===== config.mk =====
export PLATFORM = sky130hd
export DESIGN_NAME = fepc_codec
export DESIGN_NICKNAME = d
export VERILOG_FILES = /design/src/hdl/fepc_codec.v /design/src/hdl/fepc_lfsr.v /design/src/hdl/fepc_tables.v
export VERILOG_INCLUDE_DIRS = /design/src /design/src/hdl
export SDC_FILE = /design/constraint.sdc
export NUM_CORES = 1
export LEC_CHECK = 0
export ABC_AREA = 1
export BUFFER_PORTS_ARGS = -buffer_cell sky130_fd_sc_hd__clkbuf_2
export CAP_MARGIN = 15
export CORE_MARGIN = 10
export CORE_UTILIZATION = 55
export CTS_CLUSTER_DIAMETER = 120
export CTS_CLUSTER_SIZE = 24
export DETAILED_ROUTE_END_ITERATION = 12
export PLACE_DENSITY = 0.73
export SETUP_SLACK_MARGIN = 0.05
export SLEW_MARGIN = 10
export SYNTH_ARGS = -nofsm -noshare
export SYNTH_HDL_FRONTEND = slang
export SYNTH_SLANG_ARGS = --single-unit

===== constraint.sdc =====
create_clock -name sys_clk_in -period 4.75 [get_ports sys_clk_in]
set_input_delay 1.1875 -clock sys_clk_in [delete_from_list [all_inputs] [get_ports sys_clk_in]]
set_output_delay 1.1875 -clock sys_clk_in [all_outputs]
set_load 0.02 [all_outputs]

===== src/hdl/fepc_consts.vh =====
// Purpose : shared constants for the fast ethernet pcs codec
// Assumes : 200 MHz system clock, serial side advanced by a one-cycle bit enable
// Notes   : code-group values are written msb-first as transmitted
`ifndef FEPC_CONSTS_VH
`define FEPC_CONSTS_VH

`define FEPC_CLK_MHZ        200
`define FEPC_LFSR_W         11
`define FEPC_SEED_PAD       6'h2_A
`define FEPC_CG_IDLE        5'h1_F
`define FEPC_CG_J           5'h1_8
`define FEPC_CG_K           5'h1_1
`define FEPC_CG_T           5'h0_D
`define FEPC_CG_R           5'h0_7
`define FEPC_CG_HALT        5'h0_4
`define FEPC_NIB_PRE        4'h5
`define FEPC_NIB_FALSE      4'hE
`define FEPC_SYNC_IDLES     12
`define FEPC_HOLD_US        722
`define FEPC_IDLE_BITS      58
`define FEPC_LINK_US        395

`endif


===== src/hdl/fepc_codec.v =====
// Purpose : 100 Mb/s pcs codec: 4B/5B, scrambling, nrzi, mlt-3 and receive recovery
// Assumes : bit_en_in pulses once per line bit; nibble strobes are one-cycle pulses
// Notes   : the mac feeds one nibble per tx_nib_req_out; receive nibbles pulse rx_dv_out
`timescale 1ns/1ps
`include "fepc_consts.vh"
module fepc_codec #(
  parameter HOLD_CYCLES = `FEPC_HOLD_US * `FEPC_CLK_MHZ,
  parameter LINK_CYCLES = `FEPC_LINK_US * `FEPC_CLK_MHZ
) (
  input  wire       sys_clk_in,
  input  wire       rst_in,
  input  wire       bit_en_in,
  input  wire [4:0] phy_address_straps_in,
  input  wire       descr_bypass_in,
  input  wire       tx_en_in,
  input  wire [3:0] txd_in,
  output wire       tx_nib_req_out,
  output reg        mlt_pos_out,
  output reg        mlt_neg_out,
  input  wire       rx_nrzi_in,
  input  wire       signal_detect_in,
  input  wire       link_pulse_in,
  output reg  [3:0] rxd_out,
  output reg        rx_dv_out,
  output reg        rx_er_out,
  output reg        rx_crs_out,
  output reg        link_up_out,
  output reg        descr_sync_out,
  output reg [15:0] false_carrier_counter_out
);
  // -------------------------------------------------
  // local states
  // -------------------------------------------------
  localparam TX_IDLE = 3'd0;
  localparam TX_J    = 3'd1;
  localparam TX_K    = 3'd2;
  localparam TX_DATA = 3'd3;
  localparam TX_T    = 3'd4;
  localparam TX_R    = 3'd5;
  localparam RX_IDLE  = 2'd0;
  localparam RX_DATA  = 2'd1;
  localparam RX_FALSE = 2'd2;

  // -------------------------------------------------
  // link monitor
  // -------------------------------------------------
  reg [31:0] link_cnt;
  wire       sd_ok;
  // link pulses are energy bursts of 10BASE-T/autoneg, never 100M signal
  assign sd_ok = signal_detect_in & ~link_pulse_in;
  always @(posedge sys_clk_in) begin
    if (rst_in) begin
      link_cnt    <= 32'h0000_0000;
      link_up_out <= 1'b0;
    end else if (!sd_ok) begin
      link_cnt    <= 32'h0000_0000;
      link_up_out <= 1'b0;
    end else if (link_cnt >= LINK_CYCLES - 1) begin
      link_up_out <= 1'b1;
    end else begin
      link_cnt <= link_cnt + 32'h0000_0001;
    end
  end

  // -------------------------------------------------
  // transmit: code-group sequencing
  // -------------------------------------------------
  reg  [2:0] tx_st;
  reg  [4:0] tx_sh;
  reg  [2:0] tx_bit;
  reg        tx_pre_skip;
  wire [4:0] enc_cg;
  wire       cg_bound;
  reg  [2:0] next_tx_st;
  reg  [4:0] next_cg;
  reg        seeded;
  wire       tx_key;
  wire       rx_key;
  wire [10:0] rx_lfsr_st;
  wire [10:0] tx_lfsr_st;
  wire [4:0] rx_cg_w;
  wire [3:0] dec_nib;
  wire       dec_ctrl;
  wire       dec_bad;

  assign cg_bound = bit_en_in & (tx_bit == 3'd4);
  // nibble requested only in k and data; j/k go out before the first mac nibble, which is sent as data
  assign tx_nib_req_out = cg_bound & link_up_out & tx_en_in &
                          ((tx_st == TX_DATA) | (tx_st == TX_K));

  always @* begin
    next_tx_st = tx_st;
    next_cg    = `FEPC_CG_IDLE;
    case (tx_st)
      TX_IDLE: begin
        if (tx_en_in && link_up_out) begin
          next_tx_st = TX_J;
          next_cg    = `FEPC_CG_J;
        end
      end
      TX_J: begin
        next_tx_st = TX_K;
        next_cg    = `FEPC_CG_K;
      end
      TX_K, TX_DATA: begin
        if (tx_en_in) begin
          next_tx_st = TX_DATA;
          next_cg    = enc_cg;
        end else begin
          next_tx_st = TX_T;
          next_cg    = `FEPC_CG_T;
        end
      end
      TX_T: begin
        next_tx_st = TX_R;
        next_cg    = `FEPC_CG_R;
      end
      TX_R: begin
        next_tx_st = TX_IDLE;
      end
      default: next_tx_st = TX_IDLE;
    endcase
  end

  fepc_tables u_tab (
    .enc_nib_in   (txd_in),
    .enc_cg_out   (enc_cg),
    .dec_cg_in    (rx_cg_w),
    .dec_nib_out  (dec_nib),
    .dec_ctrl_out (dec_ctrl),
    .dec_bad_out  (dec_bad)
  );

  // tx_pre_skip follows the j state but nothing reads it; every mac nibble is sent after j/k
  always @(posedge sys_clk_in) begin
    if (rst_in) begin
      tx_st       <= TX_IDLE;
      tx_sh       <= `FEPC_CG_IDLE;
      tx_bit      <= 3'd0;
      tx_pre_skip <= 1'b0;
    end else if (bit_en_in) begin
      if (tx_bit == 3'd4) begin
        tx_bit <= 3'd0;
        tx_st  <= next_tx_st;
        tx_sh  <= next_cg;
      end else begin
        tx_bit <= tx_bit + 3'd1;
        tx_sh  <= {tx_sh[3:0], 1'b0};
      end
      tx_pre_skip <= (tx_st == TX_J);
    end
  end

  // -------------------------------------------------
  // transmit: scrambler, nrzi, mlt-3
  // -------------------------------------------------
  always @(posedge sys_clk_in) begin
    if (rst_in) begin
      seeded <= 1'b0;
    end else begin
      seeded <= 1'b1;
    end
  end

  fepc_lfsr u_tx_lfsr (
    .sys_clk_in (sys_clk_in),
    .rst_in     (rst_in),
    .load_in    (~seeded),
    .seed_in    ({`FEPC_SEED_PAD, phy_address_straps_in}),
    .step_in    (bit_en_in),
    .key_out    (tx_key),
    .state_out  (tx_lfsr_st)
  );

  reg  nrzi;
  reg  mlt_phase;
  wire scr_bit;
  assign scr_bit = tx_sh[4] ^ tx_key;

  // both outputs low marks a zero bit with no line transition; there is no binary output path
  always @(posedge sys_clk_in) begin
    if (rst_in) begin
      nrzi        <= 1'b0;
      mlt_phase   <= 1'b0;
      mlt_pos_out <= 1'b0;
      mlt_neg_out <= 1'b0;
    end else if (bit_en_in) begin
      mlt_pos_out <= 1'b0;
      mlt_neg_out <= 1'b0;
      if (scr_bit) begin
        nrzi      <= ~nrzi;
        mlt_phase <= ~mlt_phase;
        mlt_pos_out <= ~mlt_phase;
        mlt_neg_out <= mlt_phase;
      end
    end
  end

  // -------------------------------------------------
  // receive: nrzi decode and descrambler
  // -------------------------------------------------
  reg        rx_prev;
  wire       rx_nrz;
  wire       rx_ud;
  reg  [9:0] rx_win;
  reg  [3:0] idle_run;
  reg  [5:0] idle_bits;
  reg [31:0] hold_cnt;
  reg        hold_exp;
  assign rx_nrz = rx_nrzi_in ^ rx_prev;

  // self-synchronising load: feed inverted scrambled bits into key state until locked
  fepc_lfsr u_rx_lfsr (
    .sys_clk_in (sys_clk_in),
    .rst_in     (rst_in),
    .load_in    (bit_en_in & ~descr_sync_out),
    .seed_in    ({rx_lfsr_st[9:0], ~rx_nrz}),
    .step_in    (bit_en_in),
    .key_out    (rx_key),
    .state_out  (rx_lfsr_st)
  );
  // idle plaintext is all ones, so scrambled bit inverted is the key
  assign rx_ud = descr_bypass_in ? rx_nrz : (rx_nrz ^ rx_key);

  always @(posedge sys_clk_in) begin
    if (rst_in) begin
      rx_prev        <= 1'b0;
      rx_win         <= 10'h0_00;
      idle_run       <= 4'd0;
      idle_bits      <= 6'd0;
      hold_cnt       <= 32'h0000_0000;
      hold_exp       <= 1'b0;
      descr_sync_out <= 1'b0;
    end else begin
      hold_exp <= 1'b0;
      if (descr_sync_out) begin
        if (hold_cnt >= HOLD_CYCLES - 1) begin
          descr_sync_out <= 1'b0;
          hold_exp       <= 1'b1;
          hold_cnt       <= 32'h0000_0000;
        end else begin
          hold_cnt <= hold_cnt + 32'h0000_0001;
        end
      end
      if (bit_en_in) begin
        rx_prev <= rx_nrzi_in;
        rx_win  <= {rx_win[8:0], rx_ud};
        if (!link_up_out) begin
          idle_run  <= 4'd0;
          idle_bits <= 6'd0;
          descr_sync_out <= 1'b0;
        end else if (!descr_sync_out) begin
          // count ones; every fifth is one idle group
          if (rx_ud) begin
            idle_bits <= idle_bits + 6'd1;
            if (idle_bits >= 6'd4 && (idle_bits - 6'd4) % 6'd5 == 6'd0) begin
              idle_run <= idle_run + 4'd1;
            end
          end else begin
            idle_bits <= 6'd0;
            idle_run  <= 4'd0;
          end
          if (idle_run >= `FEPC_SYNC_IDLES) begin
            descr_sync_out <= 1'b1;
            hold_cnt       <= 32'h0000_0000;
            idle_bits      <= 6'd0;
            idle_run       <= 4'd0;
          end
        end else begin
          if (rx_ud) begin
            if (idle_bits >= `FEPC_IDLE_BITS - 1) begin
              hold_cnt  <= 32'h0000_0000;
              idle_bits <= 6'd0;
            end else begin
              idle_bits <= idle_bits + 6'd1;
            end
          end else begin
            idle_bits <= 6'd0;
          end
        end
      end
    end
  end

  // -------------------------------------------------
  // receive: alignment, decode, framing
  // -------------------------------------------------
  reg  [1:0] rx_st;
  reg  [2:0] rx_phase;
  reg        aligned;
  reg  [4:0] rx_cg;
  reg        rx_cg_vld;
  reg        pend_t;
  reg        pend_i;
  wire       rx_active;
  wire       jk_seen;
  wire       bad_start;
  assign rx_cg_w   = rx_cg;
  assign rx_active = link_up_out & (descr_sync_out | descr_bypass_in);
  assign jk_seen   = ({rx_win[8:0], rx_ud} == {`FEPC_CG_J, `FEPC_CG_K});
  // judged on bits, not groups: before alignment the group boundary is arbitrary,
  // so the first zero after idle is checked once a whole j/k could have followed it
  assign bad_start = bit_en_in & (rx_win[9:7] == 3'b111) & ~rx_win[6] & ~jk_seen;

  always @(posedge sys_clk_in) begin
    if (rst_in) begin
      rx_phase  <= 3'd0;
      aligned   <= 1'b0;
      rx_cg     <= `FEPC_CG_IDLE;
      rx_cg_vld <= 1'b0;
    end else begin
      rx_cg_vld <= 1'b0;
      if (bit_en_in && rx_active) begin
        if (jk_seen && rx_st != RX_DATA) begin
          rx_phase  <= 3'd0;
          aligned   <= 1'b1;
          rx_cg     <= `FEPC_CG_K;
          rx_cg_vld <= 1'b1;
        end else if (rx_phase == 3'd4) begin
          rx_phase  <= 3'd0;
          rx_cg     <= {rx_win[3:0], rx_ud};
          rx_cg_vld <= 1'b1;
        end else begin
          rx_phase <= rx_phase + 3'd1;
        end
      end else if (!rx_active) begin
        aligned <= 1'b0;
      end
    end
  end

  // outputs pulse rx_dv_out for the starting k and each data group other than t, idle or r after t
  always @(posedge sys_clk_in) begin
    if (rst_in) begin
      rx_st      <= RX_IDLE;
      rxd_out    <= 4'h0;
      rx_dv_out  <= 1'b0;
      rx_er_out  <= 1'b0;
      rx_crs_out <= 1'b0;
      pend_t     <= 1'b0;
      pend_i     <= 1'b0;
      false_carrier_counter_out <= 16'h0000;
    end else begin
      rx_dv_out <= 1'b0;
      if (!rx_active) begin
        rx_st      <= RX_IDLE;
        rx_er_out  <= 1'b0;
        rx_crs_out <= 1'b0;
      end else if (bad_start && rx_st == RX_IDLE) begin
        rx_st      <= RX_FALSE;
        rx_crs_out <= 1'b1;
        rx_er_out  <= 1'b1;
        rxd_out    <= `FEPC_NIB_FALSE;
        false_carrier_counter_out <= false_carrier_counter_out + 16'h0001;
      end else if (rx_cg_vld) begin
        pend_i    <= (rx_cg == `FEPC_CG_IDLE);
        pend_t    <= (rx_cg == `FEPC_CG_T);
        case (rx_st)
          RX_IDLE: begin
            rx_er_out <= 1'b0;
            // idle state is also reached through a t/r pair, so j/k here can follow r as well as idle
            if (rx_cg == `FEPC_CG_K && aligned) begin
              rx_st      <= RX_DATA;
              rx_crs_out <= 1'b1;
              rxd_out    <= `FEPC_NIB_PRE;
              rx_dv_out  <= 1'b1;
            end
          end
          RX_DATA: begin
            if ((pend_t && rx_cg == `FEPC_CG_R) || (pend_i && rx_cg == `FEPC_CG_IDLE)) begin
              rx_st      <= RX_IDLE;
              rx_crs_out <= 1'b0;
              rx_er_out  <= 1'b0;
            end else if (rx_cg == `FEPC_CG_T || rx_cg == `FEPC_CG_IDLE) begin
              rx_er_out <= 1'b0;
            end else begin
              rxd_out   <= dec_nib;
              rx_dv_out <= 1'b1;
              rx_er_out <= dec_ctrl | dec_bad;
            end
          end
          RX_FALSE: begin
            rxd_out <= `FEPC_NIB_FALSE;
            if (pend_i && rx_cg == `FEPC_CG_IDLE) begin
              rx_st      <= RX_IDLE;
              rx_er_out  <= 1'b0;
              rx_crs_out <= 1'b0;
            end
          end
          default: rx_st <= RX_IDLE;
        endcase
      end
    end
  end
endmodule // fepc_codec


===== src/hdl/fepc_lfsr.v =====
// Purpose : 11-bit key generator shared by scrambler and descrambler
// Assumes : advances only when step_in is high
// Notes   : load_in wins over step_in
`timescale 1ns/1ps
`include "fepc_consts.vh"
module fepc_lfsr (
  input  wire                    sys_clk_in,
  input  wire                    rst_in,
  input  wire                    load_in,
  input  wire [`FEPC_LFSR_W-1:0] seed_in,
  input  wire                    step_in,
  output wire                    key_out,
  output reg  [`FEPC_LFSR_W-1:0] state_out
);
  // -------------------------------------------------
  // feedback x^11 + x^9 + 1
  // -------------------------------------------------
  wire fb;
  assign fb      = state_out[10] ^ state_out[8];
  assign key_out = fb;

  always @(posedge sys_clk_in) begin
    if (rst_in) begin
      state_out <= 11'h7_FF;
    end else if (load_in) begin
      state_out <= (seed_in == 11'h0_00) ? 11'h7_FF : seed_in;
    end else if (step_in) begin
      state_out <= {state_out[9:0], fb};
    end
  end
endmodule // fepc_lfsr


===== src/hdl/fepc_tables.v =====
// Purpose : 4B/5B code tables
// Assumes : purely combinational
// Notes   : dec_ctrl_out set for idle, j, k, t, r, halt; dec_bad_out for unused codes
`timescale 1ns/1ps
`include "fepc_consts.vh"
module fepc_tables (
  input  wire [3:0] enc_nib_in,
  output reg  [4:0] enc_cg_out,
  input  wire [4:0] dec_cg_in,
  output reg  [3:0] dec_nib_out,
  output reg        dec_ctrl_out,
  output reg        dec_bad_out
);
  // -------------------------------------------------
  // encode
  // -------------------------------------------------
  always @* begin
    case (enc_nib_in)
      4'h0: enc_cg_out = 5'h1_E;
      4'h1: enc_cg_out = 5'h0_9;
      4'h2: enc_cg_out = 5'h1_4;
      4'h3: enc_cg_out = 5'h1_5;
      4'h4: enc_cg_out = 5'h0_A;
      4'h5: enc_cg_out = 5'h0_B;
      4'h6: enc_cg_out = 5'h0_E;
      4'h7: enc_cg_out = 5'h0_F;
      4'h8: enc_cg_out = 5'h1_2;
      4'h9: enc_cg_out = 5'h1_3;
      4'hA: enc_cg_out = 5'h1_6;
      4'hB: enc_cg_out = 5'h1_7;
      4'hC: enc_cg_out = 5'h1_A;
      4'hD: enc_cg_out = 5'h1_B;
      4'hE: enc_cg_out = 5'h1_C;
      default: enc_cg_out = 5'h1_D;
    endcase
  end

  // -------------------------------------------------
  // decode
  // -------------------------------------------------
  always @* begin
    dec_ctrl_out = 1'b0;
    dec_bad_out  = 1'b0;
    case (dec_cg_in)
      5'h1_E: dec_nib_out = 4'h0;
      5'h0_9: dec_nib_out = 4'h1;
      5'h1_4: dec_nib_out = 4'h2;
      5'h1_5: dec_nib_out = 4'h3;
      5'h0_A: dec_nib_out = 4'h4;
      5'h0_B: dec_nib_out = 4'h5;
      5'h0_E: dec_nib_out = 4'h6;
      5'h0_F: dec_nib_out = 4'h7;
      5'h1_2: dec_nib_out = 4'h8;
      5'h1_3: dec_nib_out = 4'h9;
      5'h1_6: dec_nib_out = 4'hA;
      5'h1_7: dec_nib_out = 4'hB;
      5'h1_A: dec_nib_out = 4'hC;
      5'h1_B: dec_nib_out = 4'hD;
      5'h1_C: dec_nib_out = 4'hE;
      5'h1_D: dec_nib_out = 4'hF;
      `FEPC_CG_IDLE, `FEPC_CG_J, `FEPC_CG_K, `FEPC_CG_T, `FEPC_CG_R, `FEPC_CG_HALT: begin
        dec_nib_out  = 4'h0;
        dec_ctrl_out = 1'b1;
      end
      default: begin
        dec_nib_out = 4'h0;
        dec_bad_out = 1'b1;
      end
    endcase
  end
endmodule // fepc_tables

After elaboration in Yosys (flattened, before gate mapping)
Memories as Yosys holds them, arrays and structs flattened. Cells that the tools add are included. W data, S select, Z words.

Bits of input ports: 17. Memory bits (read-only): 80. Register bits: 161. Memories kept: 1.

Mux-type cells: 82. Equal/unequal tests: 47. $lt $le $gt $ge: 5. Div/mod/pow operators: 1. Bitwise gates (word level): 29. Add/sub/neg operators: 8. Reduce and logical (&&, ||, !) cells: 39.

Memory list: (name not given) (depth 16, width 5, read ports 1, clocked after memory_dff 0, wr ports 0, RTL line fepc_tables.v:18) `case (enc_nib_in)`.

Operators by type and width (count): $mux W32 (8); $eq A5 B5 Y1 const B (14); $add A32 B1 Y32 const B (2); $pmux W4 S15 (1); $mux W11 (5); $mux W4 (10); $mux W6 (6); $ge A32 B17 Y1 const B (1); $ge A32 B18 Y1 const B (1); $eq A5 B4 Y1 const B (6); $mux W1 (29); $logic_not A11 Y1 (2); $reduce_or A22 Y1 (1); $mux W5 (4); $pmux W5 S4 (1); $mux W3 (6); $add A16 B1 Y16 const B (1); $eq A3 B3 Y1 const B (4); $ne A3 B3 Y1 const B (4); $pmux W3 S4 (1); $pmux W4 S3 (1); $reduce_and A3 Y1 (4); $not A1 Y1 (11); $and A1 B1 Y1 (10); 40 further kinds (78).

Depth between registers and ports, before layout
Depth after elaboration: 9. Gate-level depth with buffers: 31. Depth with buffers taken out: 31.

Hierarchy
A second synthesis with hierarchy kept.

Cells, all modules: 1234. Area total of the unflattened synthesis: 8416.8 um^2.

Modules (own cells, without submodules): fepc_codec (cells an instance 947, times used 1, area each 6746.5 um^2, sequential area each 2782.7 um^2); fepc_lfsr (cells an instance 108, times used 2, area each 655.6 um^2, sequential area each 220.2 um^2); fepc_tables (cells an instance 71, times used 1, area each 359.1 um^2, sequential area each 0.0 um^2).

Least setup slack after synthesis
Ideal clock, no wire load.

Path kind: in2out. Start: input port bit_en_in. End: output port tx_nib_req_out. Setup slack: 1.404 ns. Data required time: 3.563 ns. Arrival: 2.159 ns. Stages on the path: 5. Buffers on the path: 1. Cells stage by stage: inv_1 > clkbuf_1 > nor2_1 > inv_1 > nor3_1.

Word-level cells in the longest chain between the ends: 4.

Ends and longest elaborated chain: start: declaration (RTL line fepc_codec.v:12) `input wire bit_en_in,`; $and A1 B1 Y1 (RTL line fepc_codec.v:86) `assign cg_bound = bit_en_in & (tx_bit == 3'd4);`; $and A1 B1 Y1 (3 in a row) (RTL line fepc_codec.v:88) `assign tx_nib_req_out = cg_bound & link_up_out & tx_en_in &`; end: declaration (RTL line fepc_codec.v:17) `output wire tx_nib_req_out,`.

No other way between the ends.

Worst setup path after layout
Same ends and word-level chain as after synthesis.

==> results.cfg <==
[die]
io_pins = 45
die_w_um = 138
start_util_pct = 55.6
fp-row-count = 43
die_h_um = 138
core-area_um2 = 13800
die_area_um2 = 19100

[place]
dp_hpwl_mm = 11.0
finalWeightedCongestion = 0.893
dp.cells = 1271
io_buffers = 44
dpl_cell_area_um2 = 8040
place_ws_ns = 1.36

[logic_synthesis]
synthFlopType = dfxtp_1
synth_seq_cells = 161
netlist_area_um2 = 7660
syn_nets = 1111
synth_top_area_share_pct = 42.1
syn_area_per_cell_um2 = 7.16
synth_edf_count = 0
ys_types = 44
yosys.area.top_type = dfxtp_1
yosysSeqAreaShare_pct = 42.1
ys_async_sr_fraction_pct = 0
synth_common_cells = nand2_1 (229), dfxtp_1 (161), inv_1 (146)
yosys_warnings = 0
synthMostInstantiatedCell = nand2_1
synth_area_leaders = dfxtp_1 (42%), nand2_1 (11%), inv_1 (7.2%)
synth_cells = 1071

[clock_tree]
clkLatencyLatePin_ns = 0.43
cts.htree.levels = 4
path_clk_slew_ns = 0.06
cts_tree = done
ctsHoldBuffers = 0
post_cts_buffers = 0
clkSinkCount = 161
clockBufferDepth = 2
cts_root_buf = clkbuf_16
cts_buffers = 17
ctsResizeCount = 0

[drt]
wl_per_cell_um = 12.2
wl_mm = 15.8
viasPerCell = 5.24
drt_iter0_drc = 457
drc = 0
dr.pass1.iters = 5
routed-via-count = 6828
ant_nets = 0

[setup_path]
crit_slowest_cell = nor2_1
crit_required_ns = 3.56
cp.buffers_inverters = 4
cp-start-kind = primary input
crit_arrival_ns = 2.06
crit_chain = clkbuf_2, inv_1, nor2_1, inv_1, nor3_1, clkbuf_2
crit_fanout = 4
path_delay_family = buffers and inverters
path_class = in -> out
max_stage_delay_ns = 0.24
cp-end-kind = output port

[timing]
timing.fmax_mhz = 308
finalCritPeriodShare_pct = 68.4
drv_slew = 0
grt_setup_unrepaired = no
tightest_slew_ns = 0.940
skew_ns = 0.0116
hold_violations = 0
setup_ws_ns = 1.50
fin_tns_setup_ns = 0
setup_viol = 0
fin_crit_ns = 3.25
maxSlewHeadroom_pct = 36.5

[layout]
fin_util_pct = 62.8
multi_input_area_um2 = 3760
regArea_um2 = 3220
drive_gt1_share_pct = 9.53
fin_area_um2 = 8650
fill_cells = 1273
num_antenna_cells = 0
syn2layout_area_growth_pct = 12.9
final_cells = 1303
finalNetCount = 1150

[global_route]
grt_max_degree = 57
grt_remaining_overflow = 0
grt_pass1_wl_mm = 27.7
grt_pass1_vias = 6351
antenna_found_initial = 1
grt_util_all_layers_pct = 16.4

[power]
leakage_nw = 3.69
power.ir.vdd_worst_v = 0.000286
p_per_area_nw_per_um2 = 338

[min_path]
hold_path_class = reg -> reg

[run]
maxCapViolCount = 0

[run_status]
run_status = completed
-- worst paths after layout --
kind	startpoint	end	slack, ns	cells after the start
max	bit_en_in	tx_nib_req_out	1.50	6
min	link_cnt[23]$_SDFFE_PP0N_	link_cnt[23]$_SDFFE_PP0N_	0.44	2
max reg2reg	idle_bits[2]$_SDFFE_PP0P_	idle_run[3]$_SDFFE_PP0P_	1.54	30
min reg2reg	link_cnt[23]$_SDFFE_PP0N_	link_cnt[23]$_SDFFE_PP0N_	0.44	2
-- cell families after synthesis --
group | Yosys count | share of synthesized area [%]
simple gates | 493 | 28.3
buf+inv | 181 | 8.90
fa+ha+maj | 23 | 3.76
flops | 161 | 42.1
compound gates | 190 | 14.4
xor+xnor | 23 | 2.63
-- sequential cells by signal, indices dropped and copies added (netlist names), 2 cells and up --
signal                     cells
hold_cnt                      32
idle_run                       4
idle_bits                      6
link_cnt                      32
u_tx_lfsr.state_out           11
u_rx_lfsr.state_out           11
rx_win                        10
false_carrier_counter_out     16
rx_cg                          5
tx_sh                          5
rxd_out                        4
rx_st                          2
tx_st                          3
rx_phase                       3
tx_bit                         3
-- per-layer routing --
layer	global-route usage [%]	routed length (um)
met1	19.9	7610
met2	27.9	7520
met3	4.38	594
met4	4.55	98
met5	0	13
-- final cells by class --
type	count	area share, %
multi-input combinational	729	43.5
sequential	161	37.3
inverter	150	6.51
clock buffer	17	4.92
timing repair buffer	51	3.15
tap	180	2.60
clock inverter	15	2.10
-- worst min-delay path, stage by stage, from the launching register on --
cell and delay, ns:
dfxtp_1 0.30, inv_1 0.06, nor2_1 0.04
-- stage by stage --
| stage | power, mW | hold slack (ns) |
|---|---|---|
| finish | 2.93 | 0.437 |
| global route | 3.03 | 0.448 |
| CTS | 2.96 | 0.439 |
| detailed placement | 1.56 | 0.430 |
| global placement | 1.56 | 0.424 |
| floorplan | 1.52 | 0.415 |
-- layout by cell type (no fill, tap or decap), drive strengths merged, types with 2 or more instances in the layout --
cell      Yosys  final
o211ai        9      9
o21a          2      2
clkinv        1      6
dfxtp       161    161
o21ai        51     51
clkinvlp      0      2
o2111ai       2      2
nor3         33     33
a22oi         4      4
xor2         18     18
ha           23     23
nor4         15     15
nand2       237    237
or2           3      3
inv         149    154
o31ai         2      2
o221ai        4      4
nor2        124    124
clkbuf       26     61
nand3b        2      2
a2111oi       2      2
a211oi        4      4
nand4        21     21
nand3        56     56
xnor2         5      5
nor3b         2      2
bufinv        0      3
a21oi        77     77
buf           5      7
o22ai         2      2
a31oi        27     27
-- power breakdown --
group | switching (mW) | internal, mW
Combinational | 0.0882 | 0.0432
Clock | 0.564 | 0.833
Sequential | 0.0192 | 1.38
Total | 0.672 | 2.26
Power figures use the tool's default switching activity.
